[config.mk]
export PLATFORM = sky130hd
export DESIGN_NAME = scspll_ctrl
export DESIGN_NICKNAME = d
export VERILOG_FILES = /design/src/rtl/scspll_pkg.sv /design/src/rtl/scspll_ctrl.sv
export SDC_FILE = /design/constraint.sdc
export NUM_CORES = 1
export LEC_CHECK = 0
export BUFFER_PORTS_ARGS = -buffer_cell sky130_fd_sc_hd__buf_2
export CORE_MARGIN = 10
export CORE_UTILIZATION = 30
export DETAILED_ROUTE_END_ITERATION = 6
export SLEW_MARGIN = 20
export SYNTH_ARGS = -nofsm -noshare
export SYNTH_HDL_FRONTEND = slang
export SYNTH_SLANG_ARGS = --single-unit
[constraint.sdc]
create_clock -name MCLK_I -period 2.4 [get_ports MCLK_I]
set_input_delay 0.36 -clock MCLK_I [delete_from_list [all_inputs] [get_ports MCLK_I]]
set_output_delay 0.36 -clock MCLK_I [all_outputs]
set_load 0.01 [all_outputs]
[src/rtl/scspll_pkg.sv]
// Package for the system clock select and PLL control block.
// Assumes a single system clock domain and a plain register port.
package scspll_pkg;

   // Register word offsets, byte addresses; aliases at +4/+8/+C
   localparam logic [11:0] OSC_CTRL_OFS   = 12'h680;
   localparam logic [11:0] PLL_CTRL_OFS   = 12'h6A0;
   localparam logic [3:0]  ALIAS_CLR      = 4'h4;
   localparam logic [3:0]  ALIAS_SET      = 4'h8;
   localparam logic [3:0]  ALIAS_INV      = 4'hC;

   // Oscillator control field positions
   localparam int FAST_RC_DIVIDER_LSB   = 24;
   localparam int CURSRC_LSB   = 12;
   localparam int REQSRC_LSB   = 8;
   localparam int LOCK_BIT     = 7;
   localparam int SLEEP_BIT    = 4;
   localparam int FAIL_BIT     = 3;
   localparam int SECONDARY_OSC_ENABLE_BIT   = 1;
   localparam int SWREQ_BIT    = 0;

   // PLL control field positions
   localparam int PODIV_LSB    = 24;
   localparam int PMULT_LSB    = 16;
   localparam int PICLK_BIT    = 7;

   // Reset values
   localparam logic [2:0] FAST_RC_DIVIDER_RST   = 3'h0;
   localparam logic [2:0] PODIV_RST    = 3'h0;
   localparam logic [6:0] PMULT_RST    = 7'h01;

   // Source encodings
   localparam logic [2:0] SRC_FRC_DIV  = 3'h0;
   localparam logic [2:0] SRC_PLL      = 3'h1;
   localparam logic [2:0] SRC_PRIMARY_OSCILLATOR     = 3'h2;
   localparam logic [2:0] SRC_SECONDARY_OSCILLATOR     = 3'h4;
   localparam logic [2:0] SRC_LOW_POWER_RC_OSCILLATOR     = 3'h5;

   // Highest legal multiplier code
   localparam logic [6:0] PMULT_MAX    = 7'h06;

   // Cycles the mux stays parked while switching (glitch-free gap)
   localparam int SWITCH_GAP_CYC       = 2;

   typedef enum logic [1:0] {
      SW_IDLE,
      SW_WAIT_RDY,
      SW_GAP,
      SW_DONE
   } scspll_sw_e;

   // Fuse straps sampled at reset release
   typedef struct packed {
      logic [2:0] initial_source;
      logic       two_speed_startup;
      logic       pll_source;
      logic       secondary_oscillator_enable;
   } scspll_fuse_s;

   // Source ready flags, one bit per source in code order, reserved codes skipped
   typedef struct packed {
      logic low_power_rc_oscillator;
      logic secondary_oscillator;
      logic primary_oscillator;
      logic pll;
      logic fast_rc_oscillator;
   } scspll_rdy_s;

endpackage

[src/rtl/scspll_ctrl.sv]
// System clock source selection and system PLL control registers.
// Assumes software unlock is signalled by WR_UNLOCK_I, source ready flags
// from the analog side, and a clock monitor failure pulse.
`timescale 1ns/10ps
`default_nettype none

module scspll_ctrl (
   input  wire logic                       MCLK_I,
   input  wire logic                       RST_N_I,
   input  wire logic [11:0]                ADDR_I,
   input  wire logic [31:0]                WDATA_I,
   input  wire logic                       WR_I,
   input  wire logic                       RD_I,
   output logic      [31:0]                RDATA_O,
   input  wire logic                       WR_UNLOCK_I,
   input  wire scspll_pkg::scspll_fuse_s   FUSE_I,
   input  wire scspll_pkg::scspll_rdy_s    SRC_RDY_I,
   input  wire logic                       CLK_FAIL_I,
   input  wire logic                       WAIT_EXEC_I,
   output logic                            SLEEP_ENTER_O,
   output logic                            IDLE_ENTER_O,
   output logic      [2:0]                 CLK_MUX_SEL_O,
   output logic                            CLK_MUX_PARK_O,
   output logic      [7:0]                 FRC_DIV_RATIO_O,
   output logic      [7:0]                 PLL_OUT_DIV_O,
   output logic      [4:0]                 PLL_MULT_O,
   output logic                            PLL_IN_FRC_O,
   output logic                            SECONDARY_OSCILLATOR_EN_O,
   output logic                            SWITCH_BUSY_O
);

   logic [2:0]  frc_div_r;
   logic [2:0]  cur_src_r;
   logic [2:0]  req_src_r;
   logic        lock_r;
   logic        sleep_r;
   logic        fail_r;
   logic        secondary_oscillator_r;
   logic        swreq_r;
   logic [2:0]  pll_odiv_r;
   logic [6:0]  pll_mult_r;
   logic        pll_iclk_r;
   logic        fuse_done_r;
   scspll_pkg::scspll_sw_e sw_st_r;
   logic [1:0]  gap_cnt_r;
   logic [2:0]  tgt_src_r;

   logic        osc_hit;
   logic        pll_hit;
   logic [31:0] osc_cur;
   logic [31:0] pll_cur;
   logic [31:0] osc_nxt;
   logic [31:0] pll_nxt;
   logic        osc_wr;
   logic        pll_wr;
   logic [2:0]  req_eff;
   logic        tgt_rdy;

   // Low nibble picks the plain, clear, set or invert view of each word
   assign osc_hit = (ADDR_I[11:4] == scspll_pkg::OSC_CTRL_OFS[11:4]);
   assign pll_hit = (ADDR_I[11:4] == scspll_pkg::PLL_CTRL_OFS[11:4]);

   // Unimplemented positions are zero in the packed images
   always_comb begin
      osc_cur = 32'h0000_0000;
      osc_cur[scspll_pkg::FAST_RC_DIVIDER_LSB +: 3] = frc_div_r;
      osc_cur[scspll_pkg::CURSRC_LSB +: 3] = cur_src_r;
      osc_cur[scspll_pkg::REQSRC_LSB +: 3] = req_src_r;
      osc_cur[scspll_pkg::LOCK_BIT]        = lock_r;
      osc_cur[scspll_pkg::SLEEP_BIT]       = sleep_r;
      osc_cur[scspll_pkg::FAIL_BIT]        = fail_r;
      osc_cur[scspll_pkg::SECONDARY_OSC_ENABLE_BIT]      = secondary_oscillator_r;
      osc_cur[scspll_pkg::SWREQ_BIT]       = swreq_r;
      pll_cur = 32'h0000_0000;
      pll_cur[scspll_pkg::PODIV_LSB +: 3]  = pll_odiv_r;
      pll_cur[scspll_pkg::PMULT_LSB +: 7]  = pll_mult_r;
      pll_cur[scspll_pkg::PICLK_BIT]       = pll_iclk_r;
   end

   // Alias decode applied to whichever register is addressed
   function automatic logic [31:0] alias_apply(input logic [31:0] cur,
                                               input logic [31:0] wd,
                                               input logic [3:0]  sub);
      logic [31:0] r;
      r = wd;
      if (sub == scspll_pkg::ALIAS_CLR) begin
         r = cur & ~wd;
      end else if (sub == scspll_pkg::ALIAS_SET) begin
         r = cur | wd;
      end else if (sub == scspll_pkg::ALIAS_INV) begin
         r = cur ^ wd;
      end
      return r;
   endfunction

   assign osc_nxt = alias_apply(osc_cur, WDATA_I, ADDR_I[3:0]);
   assign pll_nxt = alias_apply(pll_cur, WDATA_I, ADDR_I[3:0]);
   // A write without the unlock level is dropped silently, no error flag
   // Lock gates the whole PLL word, not single fields
   assign osc_wr  = WR_I && osc_hit && WR_UNLOCK_I;
   assign pll_wr  = WR_I && pll_hit && WR_UNLOCK_I && !lock_r;

   // Fuse straps are caught on the first clock after release
   // Bus traffic in that first clock is not expected, so fuse loads take priority
   always_ff @(posedge MCLK_I or negedge RST_N_I) begin
      if (!RST_N_I) begin
         fuse_done_r <= 1'b0;
      end else begin
         fuse_done_r <= 1'b1;
      end
   end

   // Divider and sleep choice stay writable under lock; source and switch requests and the whole PLL word freeze
   always_ff @(posedge MCLK_I or negedge RST_N_I) begin
      if (!RST_N_I) begin
         frc_div_r <= scspll_pkg::FAST_RC_DIVIDER_RST;
         sleep_r   <= 1'b0;
         lock_r    <= 1'b0;
      end else if (osc_wr) begin
         frc_div_r <= osc_nxt[scspll_pkg::FAST_RC_DIVIDER_LSB +: 3];
         sleep_r   <= osc_nxt[scspll_pkg::SLEEP_BIT];
         // Lock is sticky until reset so a runaway write cannot unlock
         lock_r    <= lock_r | osc_nxt[scspll_pkg::LOCK_BIT];
      end
   end

   // Requested source and secondary enable take fuse values after release
   always_ff @(posedge MCLK_I or negedge RST_N_I) begin
      if (!RST_N_I) begin
         req_src_r <= scspll_pkg::SRC_FRC_DIV;
         secondary_oscillator_r    <= 1'b0;
      end else if (!fuse_done_r) begin
         req_src_r <= FUSE_I.initial_source;
         secondary_oscillator_r    <= FUSE_I.secondary_oscillator_enable;
      end else if (osc_wr) begin
         if (!lock_r) begin
            req_src_r <= osc_nxt[scspll_pkg::REQSRC_LSB +: 3];
         end
         secondary_oscillator_r    <= osc_nxt[scspll_pkg::SECONDARY_OSC_ENABLE_BIT];
      end
   end

   // Hardware set wins over a software clear in the same cycle
   // A clear racing a monitor event would otherwise lose the failure
   always_ff @(posedge MCLK_I or negedge RST_N_I) begin
      if (!RST_N_I) begin
         fail_r <= 1'b0;
      end else if (CLK_FAIL_I) begin
         fail_r <= 1'b1;
      end else if (osc_wr) begin
         fail_r <= osc_nxt[scspll_pkg::FAIL_BIT];
      end
   end

   always_ff @(posedge MCLK_I or negedge RST_N_I) begin
      if (!RST_N_I) begin
         pll_odiv_r <= scspll_pkg::PODIV_RST;
         pll_mult_r <= scspll_pkg::PMULT_RST;
         pll_iclk_r <= 1'b0;
      end else if (!fuse_done_r) begin
         pll_iclk_r <= FUSE_I.pll_source;
      end else if (pll_wr) begin
         pll_odiv_r <= pll_nxt[scspll_pkg::PODIV_LSB +: 3];
         pll_mult_r <= pll_nxt[scspll_pkg::PMULT_LSB +: 7];
         pll_iclk_r <= pll_nxt[scspll_pkg::PICLK_BIT];
      end
   end

   // Codes 110/111 fold onto the divided fast RC; 011 is kept as is
   always_comb begin
      req_eff = req_src_r;
      if (req_src_r[2:1] == 2'b11) begin
         req_eff = scspll_pkg::SRC_FRC_DIV;
      end
   end

   // Ready flags are taken as synchronous; the analog side must clean them up
   always_comb begin
      unique case (tgt_src_r)
         scspll_pkg::SRC_FRC_DIV: tgt_rdy = SRC_RDY_I.fast_rc_oscillator;
         scspll_pkg::SRC_PLL:     tgt_rdy = SRC_RDY_I.pll;
         scspll_pkg::SRC_PRIMARY_OSCILLATOR:    tgt_rdy = SRC_RDY_I.primary_oscillator;
         scspll_pkg::SRC_SECONDARY_OSCILLATOR:    tgt_rdy = SRC_RDY_I.secondary_oscillator;
         scspll_pkg::SRC_LOW_POWER_RC_OSCILLATOR:    tgt_rdy = SRC_RDY_I.low_power_rc_oscillator;
         // Reserved 011 never becomes ready, the switch stays pending
         default:                 tgt_rdy = 1'b0;
      endcase
   end

   // Switch sequencer; request bit loaded from two-speed fuse on the first clock after release
   // The gap keeps the mux parked so no runt pulse reaches the system clock
   always_ff @(posedge MCLK_I or negedge RST_N_I) begin
      if (!RST_N_I) begin
         swreq_r   <= 1'b0;
         sw_st_r   <= scspll_pkg::SW_IDLE;
         gap_cnt_r <= 2'h0;
         tgt_src_r <= scspll_pkg::SRC_FRC_DIV;
         cur_src_r <= scspll_pkg::SRC_FRC_DIV;
      end else if (!fuse_done_r) begin
         swreq_r   <= FUSE_I.two_speed_startup;
         cur_src_r <= scspll_pkg::SRC_FRC_DIV;
      end else begin
         unique case (sw_st_r)
            scspll_pkg::SW_IDLE: begin
               if (osc_wr && !lock_r && osc_nxt[scspll_pkg::SWREQ_BIT]) begin
                  swreq_r <= 1'b1;
               end
               if (swreq_r) begin
                  tgt_src_r <= req_eff;
                  sw_st_r   <= scspll_pkg::SW_WAIT_RDY;
               end
            end
            scspll_pkg::SW_WAIT_RDY: begin
               if (tgt_rdy) begin
                  gap_cnt_r <= 2'(scspll_pkg::SWITCH_GAP_CYC);
                  sw_st_r   <= scspll_pkg::SW_GAP;
               end
            end
            scspll_pkg::SW_GAP: begin
               if (gap_cnt_r == 2'h1) begin
                  cur_src_r <= tgt_src_r;
                  sw_st_r   <= scspll_pkg::SW_DONE;
               end
               gap_cnt_r <= gap_cnt_r - 2'h1;
            end
            scspll_pkg::SW_DONE: begin
               swreq_r <= 1'b0;
               sw_st_r <= scspll_pkg::SW_IDLE;
            end
         endcase
      end
   end

   // Ratio outputs as one-hot powers of two; code 7 sits on bit 7 and stands for 128
   always_ff @(posedge MCLK_I or negedge RST_N_I) begin
      if (!RST_N_I) begin
         FRC_DIV_RATIO_O <= 8'h01;
         PLL_OUT_DIV_O   <= 8'h01;
      end else begin
         FRC_DIV_RATIO_O <= (frc_div_r == 3'h7) ? 8'h80 : 8'(1 << frc_div_r);
         PLL_OUT_DIV_O   <= (pll_odiv_r == 3'h7) ? 8'h80 : 8'(1 << pll_odiv_r);
      end
   end

   // Multiplier as a plain factor, never an undefined ratio to the analog side
   always_ff @(posedge MCLK_I or negedge RST_N_I) begin
      if (!RST_N_I) begin
         PLL_MULT_O <= 5'h03;
      end else begin
         unique case (pll_mult_r)
            7'h00:   PLL_MULT_O <= 5'h02;
            7'h01:   PLL_MULT_O <= 5'h03;
            7'h02:   PLL_MULT_O <= 5'h04;
            7'h03:   PLL_MULT_O <= 5'h06;
            7'h04:   PLL_MULT_O <= 5'h08;
            7'h05:   PLL_MULT_O <= 5'h0C;
            7'h06:   PLL_MULT_O <= 5'h18;
            // Reserved codes hold the previous factor
            default: PLL_MULT_O <= PLL_MULT_O;
         endcase
      end
   end

   // Input select follows its control bit one clock later; the PLL must be idle when it moves
   always_ff @(posedge MCLK_I or negedge RST_N_I) begin
      if (!RST_N_I) begin
         PLL_IN_FRC_O <= 1'b0;
      end else begin
         PLL_IN_FRC_O <= pll_iclk_r;
      end
   end

   // Mux select trails the current-source field by one clock
   always_ff @(posedge MCLK_I or negedge RST_N_I) begin
      if (!RST_N_I) begin
         CLK_MUX_SEL_O  <= scspll_pkg::SRC_FRC_DIV;
         CLK_MUX_PARK_O <= 1'b0;
      end else begin
         CLK_MUX_SEL_O  <= cur_src_r;
         CLK_MUX_PARK_O <= (sw_st_r == scspll_pkg::SW_GAP);
      end
   end

   // Enables follow their control bits one clock later
   always_ff @(posedge MCLK_I or negedge RST_N_I) begin
      if (!RST_N_I) begin
         SECONDARY_OSCILLATOR_EN_O     <= 1'b0;
         SWITCH_BUSY_O <= 1'b0;
      end else begin
         SECONDARY_OSCILLATOR_EN_O     <= secondary_oscillator_r;
         SWITCH_BUSY_O <= swreq_r;
      end
   end

   // One-clock entry strobes, only ever one of the two
   always_ff @(posedge MCLK_I or negedge RST_N_I) begin
      if (!RST_N_I) begin
         SLEEP_ENTER_O <= 1'b0;
         IDLE_ENTER_O  <= 1'b0;
      end else begin
         SLEEP_ENTER_O <= WAIT_EXEC_I && sleep_r;
         IDLE_ENTER_O  <= WAIT_EXEC_I && !sleep_r;
      end
   end

   // Read data one cycle after the strobe, zero otherwise
   // Alias addresses are write-only views and read back as zero
   always_ff @(posedge MCLK_I or negedge RST_N_I) begin
      if (!RST_N_I) begin
         RDATA_O <= 32'h0000_0000;
      end else if (RD_I && osc_hit && ADDR_I[3:0] == 4'h0) begin
         RDATA_O <= osc_cur;
      end else if (RD_I && pll_hit && ADDR_I[3:0] == 4'h0) begin
         RDATA_O <= pll_cur;
      end else begin
         RDATA_O <= 32'h0000_0000;
      end
   end

endmodule

`default_nettype wire

==> metrics.yaml, run 1 <==
status:
  outcome: "completed"
setup_path:
  startpoint_type: "flop"
  worstPathArrival_ns: 2.06
  path_class: "reg2reg"
  end_kind: "flop"
  path_max_fanout: 4
  crit_required_ns: 2.63
logic_synthesis:
  synth_area_leader_cell: "dfrtp_1"
  synth-main-ff-cell: "dfrtp_1"
  synth_top_family_by_area: "simple AND/OR/NAND/NOR gates"
  synth_top_area_share: 0.412
  syn_area_mm2: 0.00479
  postSynthCellCount: 496
  syn_area_per_cell_um2: 9.67
  ys_seq_area_frac: 0.440
  ys_ff_latch: 84
  synth.distinct_cells: 55
  synth-xor-area-share: 0
  synth-edff-count: 0
  synth_compound_area_frac: 0.160
  synth.area.mux_share: 0.00783
  ys_top_cells_by_area: "dfrtp_1, ha_1, inv_1"
  synthSimpleGateAreaFrac: 0.183
  synth_adder_area_share: 0.128
  async_reset_ff_frac: 1.00
  ys.warnings.count: 0
drt:
  first_iter_violations: 202
  vias: 3912
  dr.pass1.iters: 4
  ant_nets: 0
  viasPerCell: 4.83
  routed_wl_mm: 13.4
  avgRoutedWirePerCell_um: 16.5
  drcViolationCount: 0
grt:
  grt_pass1_vias: 4161
  antenna_found_initial: 1
  gr-total-overflow: 0
  grt_pass1_wl_mm: 21.9
  grt_max_degree: 47
  grt_usage: 0.126
clocking:
  clkTransAtPathRegs_ns: 0.06
  root_buffer: "clkbuf_16"
  ctsHtreeMaxLevel: 3
  tritoncts: "done"
  ctsHoldBuffers: 0
  cts_buffer_depth: 2
  clock_sinks: 84
  ctsResizeCount: 0
  clk_latency_ns: 0.35
  cts_made_buffers: 9
  cts_setup_buffers: 0
timing:
  fmax_ghz: 0.548
  worst_slack_ns: 0.576
  relSlewSlack: 0.472
  grt_setup_unrepaired: "false"
  post-route-min-period_ns: 1.82
  whs_ns: 0.00756
  setup_viol: 0
  report.final.slew_viol_count: 0
  hold_viol_final: 0
  fin_crit_sh: 0.760
  clock_skew_ns: 0.00643
  fin_tns_setup_ns: 0
  tightest_slew_ns: 0.792
die:
  pin_count: 124
  die_y_um: 146
  rows: 46
  coreArea_mm2: 0.0158
  initial_utilization: 0.304
  die_w_um: 146
  dieArea_mm2: 0.0214
power_and_ir_drop:
  p_comb_frac: 0.185
  power_density_mw_per_mm2: 623
  switching_share: 0.292
  pwr-share-clk: 0.369
  p_switching_mw: 1.05
  p_leak_nw: 2.88
  power_frac_seq: 0.446
  internal_power_mw: 2.54
  ir_drop_mv: 0.306
cells_and_area:
  layout-drive-gt1-share: 0.241
  syn_to_final_growth_pct: 20.4
  layout_commonest_cell: "buf_2"
  final_cell_mix: "buf_2, dfrtp_1, inv_1"
  final_core_utilization: 0.366
  nets: 701
  antennaDiodeCount: 0
  stdcell_area_mm2: 0.00577
min_path:
  hold_path_class: "in2async"
placement:
  port_buffers: 98
  placed_cell_area_mm2: 0.00549
  place_hpwl_mm: 10.1
  dpl_worst_slack_ns: 0.350
  gp_congestion: 0.810
job:
  max-cap-violations: 0
==> kinds of logic (layout without fill, tap and decap cells) <==
group	after synthesis	after routing
buf+inv	86	174
flops	84	84
other cells	2	12
fa+ha+maj	49	49
mux	2	2
compound gates	103	103
simple gates	170	170
==> final cells by class <==
cell class / instances / area (um^2)
clock buffer: 11 / 253
clock inverter: 4 / 25.0
fill: 1627 / 10000
inverter: 50 / 188
multi-input combinational: 336 / 2340
sequential: 84 / 2110
tap: 216 / 270
timing repair buffer: 109 / 588
==> sequential cells by signal, summed over array words and instances (netlist names), 2 cells and up <==
register / flops
CLK_MUX_SEL_O: 3
FRC_DIV_RATIO_O: 8
PLL_MULT_O: 5
PLL_OUT_DIV_O: 8
RDATA_O: 21
cur_src_r: 3
frc_div_r: 3
gap_cnt_r: 2
pll_mult_r: 7
pll_odiv_r: 3
req_src_r: 3
sw_st_r: 2
tgt_src_r: 3
==> power by group through the flow <==
stage               clock network, mW  registers (mW)  logic (mW)
global route                     1.42            1.62       0.765
global placement                    0            1.62       0.638
CTS                              1.36            1.60       0.676
detailed placement                  0            1.63       0.670
floorplan                           0            1.61       0.464
finish                           1.33            1.60       0.665
==> stage by stage <==
step | total power, mW | cells
finish | 3.59 | 810
detailed placement | 2.30 | 795
floorplan | 2.07 | 506
CTS | 3.63 | 810
global route | 3.80 | 810
global placement | 2.26 | 795
==> critical path: stages (launching register included) <==
cell and delay [ns]:
dfrtp_1 0.42, mux4_2 0.56, a211oi_4 0.33, nor3_2 0.10
mux2_4 0.31
==> final timing paths <==
| path | startpoint | end | slack, ns | depth (start not counted) |
|---|---|---|---|---|
| min in group MCLK_I | WAIT_EXEC_I | SLEEP_ENTER_O$_DFF_PN0_ | 0.24 | 2 |
| min | RST_N_I | CLK_MUX_PARK_O$_DFF_PN0_ | 0.008 | 1 |
| max in group asynchronous | RST_N_I | PLL_MULT_O[1]$_DFFE_PN1P_ | 1.70 | 2 |
| max | tgt_src_r[0]$_DFFE_PN0P_ | sw_st_r[1]$_DFFE_PN0P_ | 0.58 | 4 |
| min reg2reg | cur_src_r[0]$_DFFE_PN0P_ | CLK_MUX_SEL_O[0]$_DFF_PN0_ | 0.39 | 0 |
| max reg2reg | tgt_src_r[0]$_DFFE_PN0P_ | sw_st_r[1]$_DFFE_PN0P_ | 0.58 | 4 |
==> cell usage after synthesis (2+ instances only) <==
master / instances
nor2_1: 48
o22ai_1: 2
nand4_1: 2
nor3_2: 2
ha_1: 49
o2111ai_1: 3
dfrtp_1: 79
nand2_1: 47
o21ai_1: 13
o211ai_1: 5
inv_1: 50
nor4_1: 14
a31oi_1: 6
nor3b_2: 2
a21o_1: 4
and2_1: 10
o31a_1: 13
nand2b_1: 2
a211oi_2: 5
a311oi_1: 5
a21oi_1: 6
buf_2: 11
a211oi_1: 8
nor2b_1: 5
dfstp_2: 5
nor3_1: 19
and3_1: 2
conb_1: 2
a22o_1: 4
o31ai_1: 5
clkbuf_1: 13
o21bai_1: 4
a221oi_1: 2
nor4b_1: 4
o21ai_0: 12
nand3_1: 4
buf_4: 11
==> layer usage <==
layer / wire, um / global-route usage / up-vias
li1: - / - / 1886
met1: 5820 / 0.152 / 1889
met2: 6440 / 0.211 / 113
met3: 789 / 0.0315 / 22
met4: 301 / 0.0541 / 2
met5: 13 / 0 / -
Note: power is estimated with default switching activity, not from simulation.
==> run 2: changes to the inputs <==
- ABC_AREA: not set -> 1
- clock period: 2.4 -> 1.8 ns (I/O delays scaled with it)
==> run 2 against run 1 <==
- final cell count rose by 12%
- critical path type unchanged
- total power rose by 37%
- sequential power rose by 32%
- combinational power rose by 30%
- sequential share of layout area fell by 0.90 points
- largest cell class unchanged
- global-route usage fell by 0.81 points
- die area rose by 0.97%
- critical endpoint is now pll_odiv_r[2]$_DFFE_PN0P_
==> metrics.yaml, run 2 <==
status:
  outcome: "completed"  # unchanged
grt:
  grt.busiest_layer: "met2"  # unchanged
  gr-total-overflow: 0  # unchanged
  grt_pass1_vias: 4071  # was 4161
  grt_usage: 0.118  # was 0.126
  met1_usage: 0.144  # was 0.152
  met2_usage: 0.193  # was 0.211
  antenna_found_initial: 0  # was 1
  use_met3: 0.0384  # was 0.0315
  grt_pass1_wl_mm: 20.7  # was 21.9 mm
  grt_max_degree: 37  # was 47
cells_and_area:
  n_fill_cell: 1687  # was 1627
  final_cell_mix: "nand2_1, buf_2, dfrtp_1"  # was buf_2, dfrtp_1, inv_1
  regMostFlops: "RDATA_O"  # unchanged
  stdcell_area_mm2: 0.00592  # was 0.00577 mm^2
  nets: 801  # was 701
  antennaDiodeCount: 0  # unchanged
  fin_cells: 910  # was 810
  layout-drive-gt1-share: 0.232  # was 0.241
  largestRegisters: "RDATA_O: 21 flops, FRC_DIV_RATIO_O: 8 flops, PLL_OUT_DIV_O: 8 flops"  # unchanged
  syn_to_final_growth_pct: 22.0  # was 20.4%
  layout_commonest_cell: "nand2_1"  # was buf_2
  largest_register_ffs: 21  # unchanged
logic_synthesis:
  yosysMostFrequentCell: "nand2_1"  # was dfrtp_1
  synthSimpleGateAreaFrac: 0.253  # was 0.183
  ys_ff_latch: 84  # unchanged
  syn_area_mm2: 0.00485  # was 0.00479 mm^2
  async_reset_ff_frac: 1.00  # unchanged
  synth-main-ff-cell: "dfrtp_1"  # unchanged
  synth_top_family_by_area: "simple AND/OR/NAND/NOR gates"  # unchanged
  syn_area_per_cell_um2: 8.33  # was 9.67 um^2
  synth.distinct_cells: 39  # was 55
  synth.area.mux_share: 0.00206  # was 0.00783
  ys_seq_area_frac: 0.435  # was 0.440
  synth-edff-count: 0  # unchanged
  synth_compound_area_frac: 0.0815  # was 0.160
  synth_area_leader_cell: "dfrtp_1"  # unchanged
  postSynthCellCount: 582  # was 496
  synth_adder_area_share: 0.126  # was 0.128
  ys.warnings.count: 0  # unchanged
  synth-xor-area-share: 0  # unchanged
  yosys-top-cells-count: "nand2_1, dfrtp_1, inv_1"  # was dfrtp_1, inv_1, ha_1
  ys_top_cells_by_area: "dfrtp_1, ha_1, nand2_1"  # was dfrtp_1, ha_1, inv_1
  synth_top_area_share: 0.408  # was 0.412
min_path:
  hold_path_class: "in2reg"  # was in2async
  hold_depth: 3
drt:
  routed_wl_mm: 12.4  # was 13.4 mm
  avgRoutedWirePerCell_um: 13.6  # was 16.5 um
  ant_nets: 0  # unchanged
  vias: 3991  # was 3912
  first_iter_violations: 302  # was 202
  dr.pass1.iters: 4  # unchanged
  viasPerCell: 4.39  # was 4.83
  drcViolationCount: 0  # unchanged
timing:
  fin_crit_sh: 0.895  # was 0.760
  report.final.slew_viol_count: 0  # unchanged
  setup_viol: 0  # unchanged
  grt_setup_unrepaired: "false"  # unchanged
  fmax_ghz: 0.621  # was 0.548 GHz
  fin_tns_setup_ns: 0  # unchanged
  hold_viol_final: 0  # unchanged
  clock_skew_ns: 0.00866  # was 0.00643 ns
  post-route-min-period_ns: 1.61  # was 1.82 ns
die:
  initial_utilization: 0.305  # was 0.304
  rows: 46  # unchanged
  coreArea_mm2: 0.0159  # was 0.0158 mm^2
  pin_count: 124  # unchanged
  dieArea_mm2: 0.0216  # was 0.0214 mm^2
  die_y_um: 147  # was 146 um
  die_w_um: 147  # was 146 um
clocking:
  cts_buffer_depth: 2  # unchanged
  root_buffer: "clkbuf_16"  # unchanged
  cts_setup_buffers: 0  # unchanged
  ctsResizeCount: 0  # unchanged
  cts_made_buffers: 9  # unchanged
  ctsHoldBuffers: 1  # was 0
  clk_latency_ns: 0.35  # about the same
  ctsHtreeMaxLevel: 3  # unchanged
  clkTransAtPathRegs_ns: 0.07  # was 0.06 ns
  tritoncts: "done"  # unchanged
  clock_sinks: 84  # unchanged
setup_path:
  path_class: "reg2reg"  # unchanged
  crit_required_ns: 2.04  # was 2.63 ns
  worstPathArrival_ns: 1.85  # was 2.06 ns
  reg2regPathDepth: 8  # was 4
  reg2reg_slack_ns: 0.19  # was 0.58 ns
  end_kind: "flop"  # unchanged
  path_max_fanout: 8  # was 4
  startpoint_type: "flop"  # unchanged
placement:
  place_hpwl_mm: 9.59  # was 10.1 mm
  gp_congestion: 0.759  # was 0.810
  placed_cell_area_mm2: 0.00560  # was 0.00549 mm^2
  dp_cells: 894  # was 795
  port_buffers: 98  # unchanged
power_and_ir_drop:
  ir_drop_mv: 0.530  # was 0.306 mV
  p_leak_nw: 3.28  # was 2.88 nW
  power_density_mw_per_mm2: 832  # was 623 mW/mm^2
  total_power_mw: 4.93  # was 3.59 mW
job:
  max-cap-violations: 0  # unchanged
==> run 2: cell types whose count changed after synthesis, sizes merged, moves of 6 or more <==
cell    previous run  this run
a211oi            14         0
a21oi              6        13
a31oi              6         0
and2              10         0
clkbuf            13         1
inv               50        79
nand2             47       108
nand3              4        57
nand4              2        10
nor2              48        58
nor4              14         0
o21ai             25        43
o31a              13         0
==> run 2: final cells by class <==
class	instances	area (um^2)	share of cell area
clock buffer	11	253	0.0427
tap	216	270	0.0457
timing repair buffer	115	636	0.107
clock inverter	4	56.3	0.00952
multi-input combinational	399	2290	0.387
sequential	84	2110	0.356
inverter	81	305	0.0516
==> run 2: through the flow <==
stage | setup WS [ns] | util | hold WS (ns)
after floorplan | 0.460 | - | -0.0256
after global placement | 0.175 | 0.352 | 0.216
after detailed placement | 0.151 | 0.352 | 0.218
after CTS | 0.240 | 0.372 | 0.118
after global routing | 0.0138 | 0.372 | 0.126
final | 0.189 | 0.372 | 0.124
==> run 2: logic make-up (layout without fill, tap and decap cells) <==
kind of cell | Yosys count | count (layout)
AOI/OAI and AO/OA | 70 | 70
adders and majority gates | 49 | 49
buffers and inverters | 109 | 211
DFF | 84 | 84
muxes | 1 | 1
other | 2 | 12
and+or+nand+nor | 267 | 267
==> run 2: worst paths after layout <==
kind,startpoint,end
worst max-delay path,pll_odiv_r[2]$_DFFE_PN0P_,pll_odiv_r[2]$_DFFE_PN0P_
worst max register to register,pll_odiv_r[2]$_DFFE_PN0P_,pll_odiv_r[2]$_DFFE_PN0P_
max in group asynchronous,RST_N_I,PLL_OUT_DIV_O[0]$_DFF_PN1_
worst min-delay path,FUSE_I[0],secondary_oscillator_r$_DFFE_PN0P_
min in group asynchronous,RST_N_I,sleep_r$_DFFE_PN0P_
worst min register to register,cur_src_r[0]$_DFFE_PN0P_,CLK_MUX_SEL_O[0]$_DFF_PN0_
==> run 2: layer usage <==
layer	routed length, um	share of wire
met1	5700	0.46
met3	757	0.061
met2	5790	0.47
met4	159	0.013
met5	0	0
==> run 2: critical path, cell delays in order, from the launching register on <==
cell	delay [ns]
dfrtp_1	0.51
inv_1	0.19
ha_1	0.31
nand3_1	0.08
nand2_1	0.06
nand2_1	0.05
o21ai_0	0.07
o21ai_0	0.17
nand2_1	0.07
==> run 2: where the power goes <==
| part | switching (mW) | total, mW | internal, mW | leakage (nW) |
|---|---|---|---|---|
| sequential | 0.0968 | 2.12 | 2.02 | 1.08 |
| clock | 0.787 | 1.94 | 1.16 | 0.153 |
| combinational | 0.531 | 0.862 | 0.330 | 2.05 |
==> run 3: changes to the inputs <==
- GPL_TIMING_DRIVEN: not set -> 0
==> run 3 against run 2 <==
- critical endpoint unchanged
- via count up 2.6%
- final cell count up 1.6%
- clock-buffer cell count down 1
- sequential cell count unchanged
- sequential share of layout area down 0.34 points
- utilization up 0.35 points
- critical path type unchanged
==> metrics.yaml, run 3 (synthesized netlist as in run 2, its figures left out) <==
grt:
  grt_max_degree: 50  # was 37
  antenna_found_initial: 2  # was 0
  grt_usage: 0.124  # was 0.118
  gr-total-overflow: 0  # unchanged
  grt_pass1_wl_mm: 21.5  # was 20.7 mm
  grt_pass1_vias: 4129  # was 4071
setup_path:
  reg2reg_to: "pll_odiv_r[2]$_DFFE_PN0P_"  # unchanged
  crit_required_ns: 2.04  # about the same
  reg2regPathDepth: 8  # unchanged
  path_max_fanout: 8  # unchanged
  reg2reg_from: "pll_odiv_r[2]$_DFFE_PN0P_"  # unchanged
  worstPathArrival_ns: 1.77  # was 1.85 ns
  cp_common_cell: "nand2_1"  # unchanged
  max_stage_delay_ns: 0.49  # was 0.51 ns
  worstSetupStartpoint: "pll_odiv_r[2]$_DFFE_PN0P_"  # unchanged
  crit_end: "pll_odiv_r[2]$_DFFE_PN0P_"  # unchanged
  startpoint_type: "flop"  # unchanged
  cp_cell_sequence: "inv_1 -> ha_1 -> nand3_1 -> nand2_1 -> nand2_1 -> o21ai_0 -> o21ai_0 -> nand2_1"  # unchanged
  slowest_stage: "dfrtp_1"  # unchanged
  end_kind: "flop"  # unchanged
  reg2reg_slack_ns: 0.27  # was 0.19 ns
  path_class: "reg2reg"  # unchanged
clocking:
  cts_buffer_depth: 2  # unchanged
  clkTransAtPathRegs_ns: 0.06  # was 0.07 ns
  cts_made_buffers: 9  # unchanged
  root_buffer: "clkbuf_16"  # unchanged
  cts_setup_buffers: 0  # unchanged
  tritoncts: "done"  # unchanged
  ctsResizeCount: 0  # unchanged
  clk_latency_ns: 0.35  # about the same
  ctsHtreeMaxLevel: 3  # unchanged
  clock_sinks: 84  # unchanged
die:
  coreArea_mm2: 0.0159  # unchanged
  die_w_um: 147  # unchanged
  initial_utilization: 0.305  # unchanged
  die_y_um: 147  # unchanged
  rows: 46  # unchanged
  pin_count: 124  # unchanged
  dieArea_mm2: 0.0216  # unchanged
timing:
  fmax_ghz: 0.652  # was 0.621 GHz
  fin_crit_sh: 0.852  # was 0.895
  report.final.slew_viol_count: 0  # unchanged
  worst_slack_ns: 0.267  # was 0.189 ns
  tightest_slew_ns: 0.531
  hold_viol_final: 0  # unchanged
  relSlewSlack: 0.646
  grt_setup_unrepaired: "false"  # unchanged
  clock_skew_ns: 0.0101  # was 0.00866 ns
  setup_viol: 0  # unchanged
  post-route-min-period_ns: 1.53  # was 1.61 ns
  whs_ns: 0.115  # was 0.124 ns
placement:
  port_buffers: 98  # unchanged
  dpl_worst_slack_ns: 0.115  # was 0.151 ns
  place_hpwl_mm: 9.95  # was 9.59 mm
  gp_congestion: 0.788  # was 0.759
drt:
  ant_nets: 0  # unchanged
  first_iter_violations: 208  # was 302
  viasPerCell: 4.43  # was 4.39
  dr.pass1.iters: 4  # unchanged
  drcViolationCount: 0  # unchanged
  vias: 4095  # was 3991
  avgRoutedWirePerCell_um: 14.1  # was 13.6 um
  routed_wl_mm: 13.1  # was 12.4 mm
cells_and_area:
  syn_to_final_growth_pct: 23.2  # was 22.0%
  nets: 814  # was 801
  layout_commonest_cell: "buf_2"  # was nand2_1
  seqCellArea_mm2: 0.00211  # unchanged
  n_fill_cell: 1697  # was 1687
  multiInputGateArea_mm2: 0.00229  # unchanged
  largestRegisters: "RDATA_O: 21 flops, FRC_DIV_RATIO_O: 8 flops, PLL_OUT_DIV_O: 8 flops"  # unchanged
  regMostFlops: "RDATA_O"  # unchanged
  final_core_utilization: 0.376  # was 0.372
  layout-drive-gt1-share: 0.244  # was 0.232
  largest_register_ffs: 21  # unchanged
  final_cell_mix: "buf_2, nand2_1, dfrtp_1"  # was nand2_1, buf_2, dfrtp_1
power_and_ir_drop:
  p_comb_frac: 0.184  # was 0.175
  p_leak_nw: 3.33  # was 3.28 nW
  total_power_mw: 4.77  # was 4.93 mW
  p_switching_mw: 1.42  # about the same
  internal_power_mw: 3.35  # was 3.51 mW
  power_density_mw_per_mm2: 799  # was 832 mW/mm^2
  switching_share: 0.298  # was 0.287
  pwr-share-clk: 0.371  # was 0.394
  ir_drop_mv: 0.459  # was 0.530 mV
  power_frac_seq: 0.445  # was 0.431
status:
  outcome: "completed"  # unchanged
job:
  max-cap-violations: 0  # unchanged
min_path:
  hold_path_class: "in2reg"  # unchanged
[run 3: cell types whose count changed in the layout (fill, tap and decap cells not counted), moves of 2 or more]
cell / delta
buf_6: +3
clkinv_2: +2
buf_4: -4
buf_2: +12
[run 3: final cells by class]
type / count / area share
Timing Repair Buffer: 100 / 0.0888
Antenna cell: 1 / 0.000419
Clock buffer: 10 / 0.0400
Clock inverter: 6 / 0.00754
Multi-Input combinational cell: 399 / 0.383
Inverter: 81 / 0.0511
Buffer: 28 / 0.0308
Sequential cell: 84 / 0.353
Tap cell: 216 / 0.0452
[run 3: critical path, delay by kind of cell, from the launching register on]
kind / cells / cell delay [ns]
fa+ha+maj: 1 / 0.30
compound gates: 2 / 0.23
flops: 1 / 0.49
buf+inv: 1 / 0.16
simple gates: 4 / 0.24
[run 3: per-stage QoR]
| stage | setup TNS [ns] | instance area (um^2) | std cells |
|---|---|---|---|
| global placement | -27.57 | 5650 | 906 |
| floorplan | 0 | 4890 | 592 |
| detailed placement | 0 | 5680 | 907 |
| finish | 0 | 5970 | 925 |
| global route | 0 | 5970 | 924 |
| CTS | 0 | 5970 | 924 |
[run 3: worst min path at each step]
| stage | from | to | slack [ns] | cells after the start |
|---|---|---|---|---|
| 6_report | CLK_FAIL_I | fail_r$_DFFE_PN0P_ | 0.11 | 2 |
| 3_5_place_dp | RST_N_I | PLL_IN_FRC_O$_DFF_PN0_ | 0.29 | 1 |
| 2_1_floorplan | RST_N_I | CLK_MUX_PARK_O$_DFF_PN0_ | -0.03 | 0 |
| 4_1_cts | CLK_FAIL_I | fail_r$_DFFE_PN0P_ | 0.10 | 2 |
| 3_3_place_gp | cur_src_r[1]$_DFFE_PN0P_ | CLK_MUX_SEL_O[1]$_DFF_PN0_ | 0.36 | 0 |
| 5_1_grt | CLK_FAIL_I | fail_r$_DFFE_PN0P_ | 0.11 | 2 |
[run 3: repair_timing]
action,4_1_cts,5_1_grt
endpoints found under the setup margin,0,0
endpoints found under the hold margin,35,0
hold buffers,1,0
[run 3: layer usage]
layer,track usage,share of wire
met3,0.0522,0.073
met2,0.204,0.47
met5,0,0.00054
met1,0.147,0.45
met4,0.0307,0.010
[run 3: power by group through the flow]
stage	sequential (mW)	clock, mW	combinational [mW]
finish	2.12	1.77	0.879
detailed placement	2.15	0	0.888
floorplan	2.15	0	0.585
global route	2.14	1.92	1.03
global placement	2.15	0	0.868
CTS	2.12	1.84	0.895
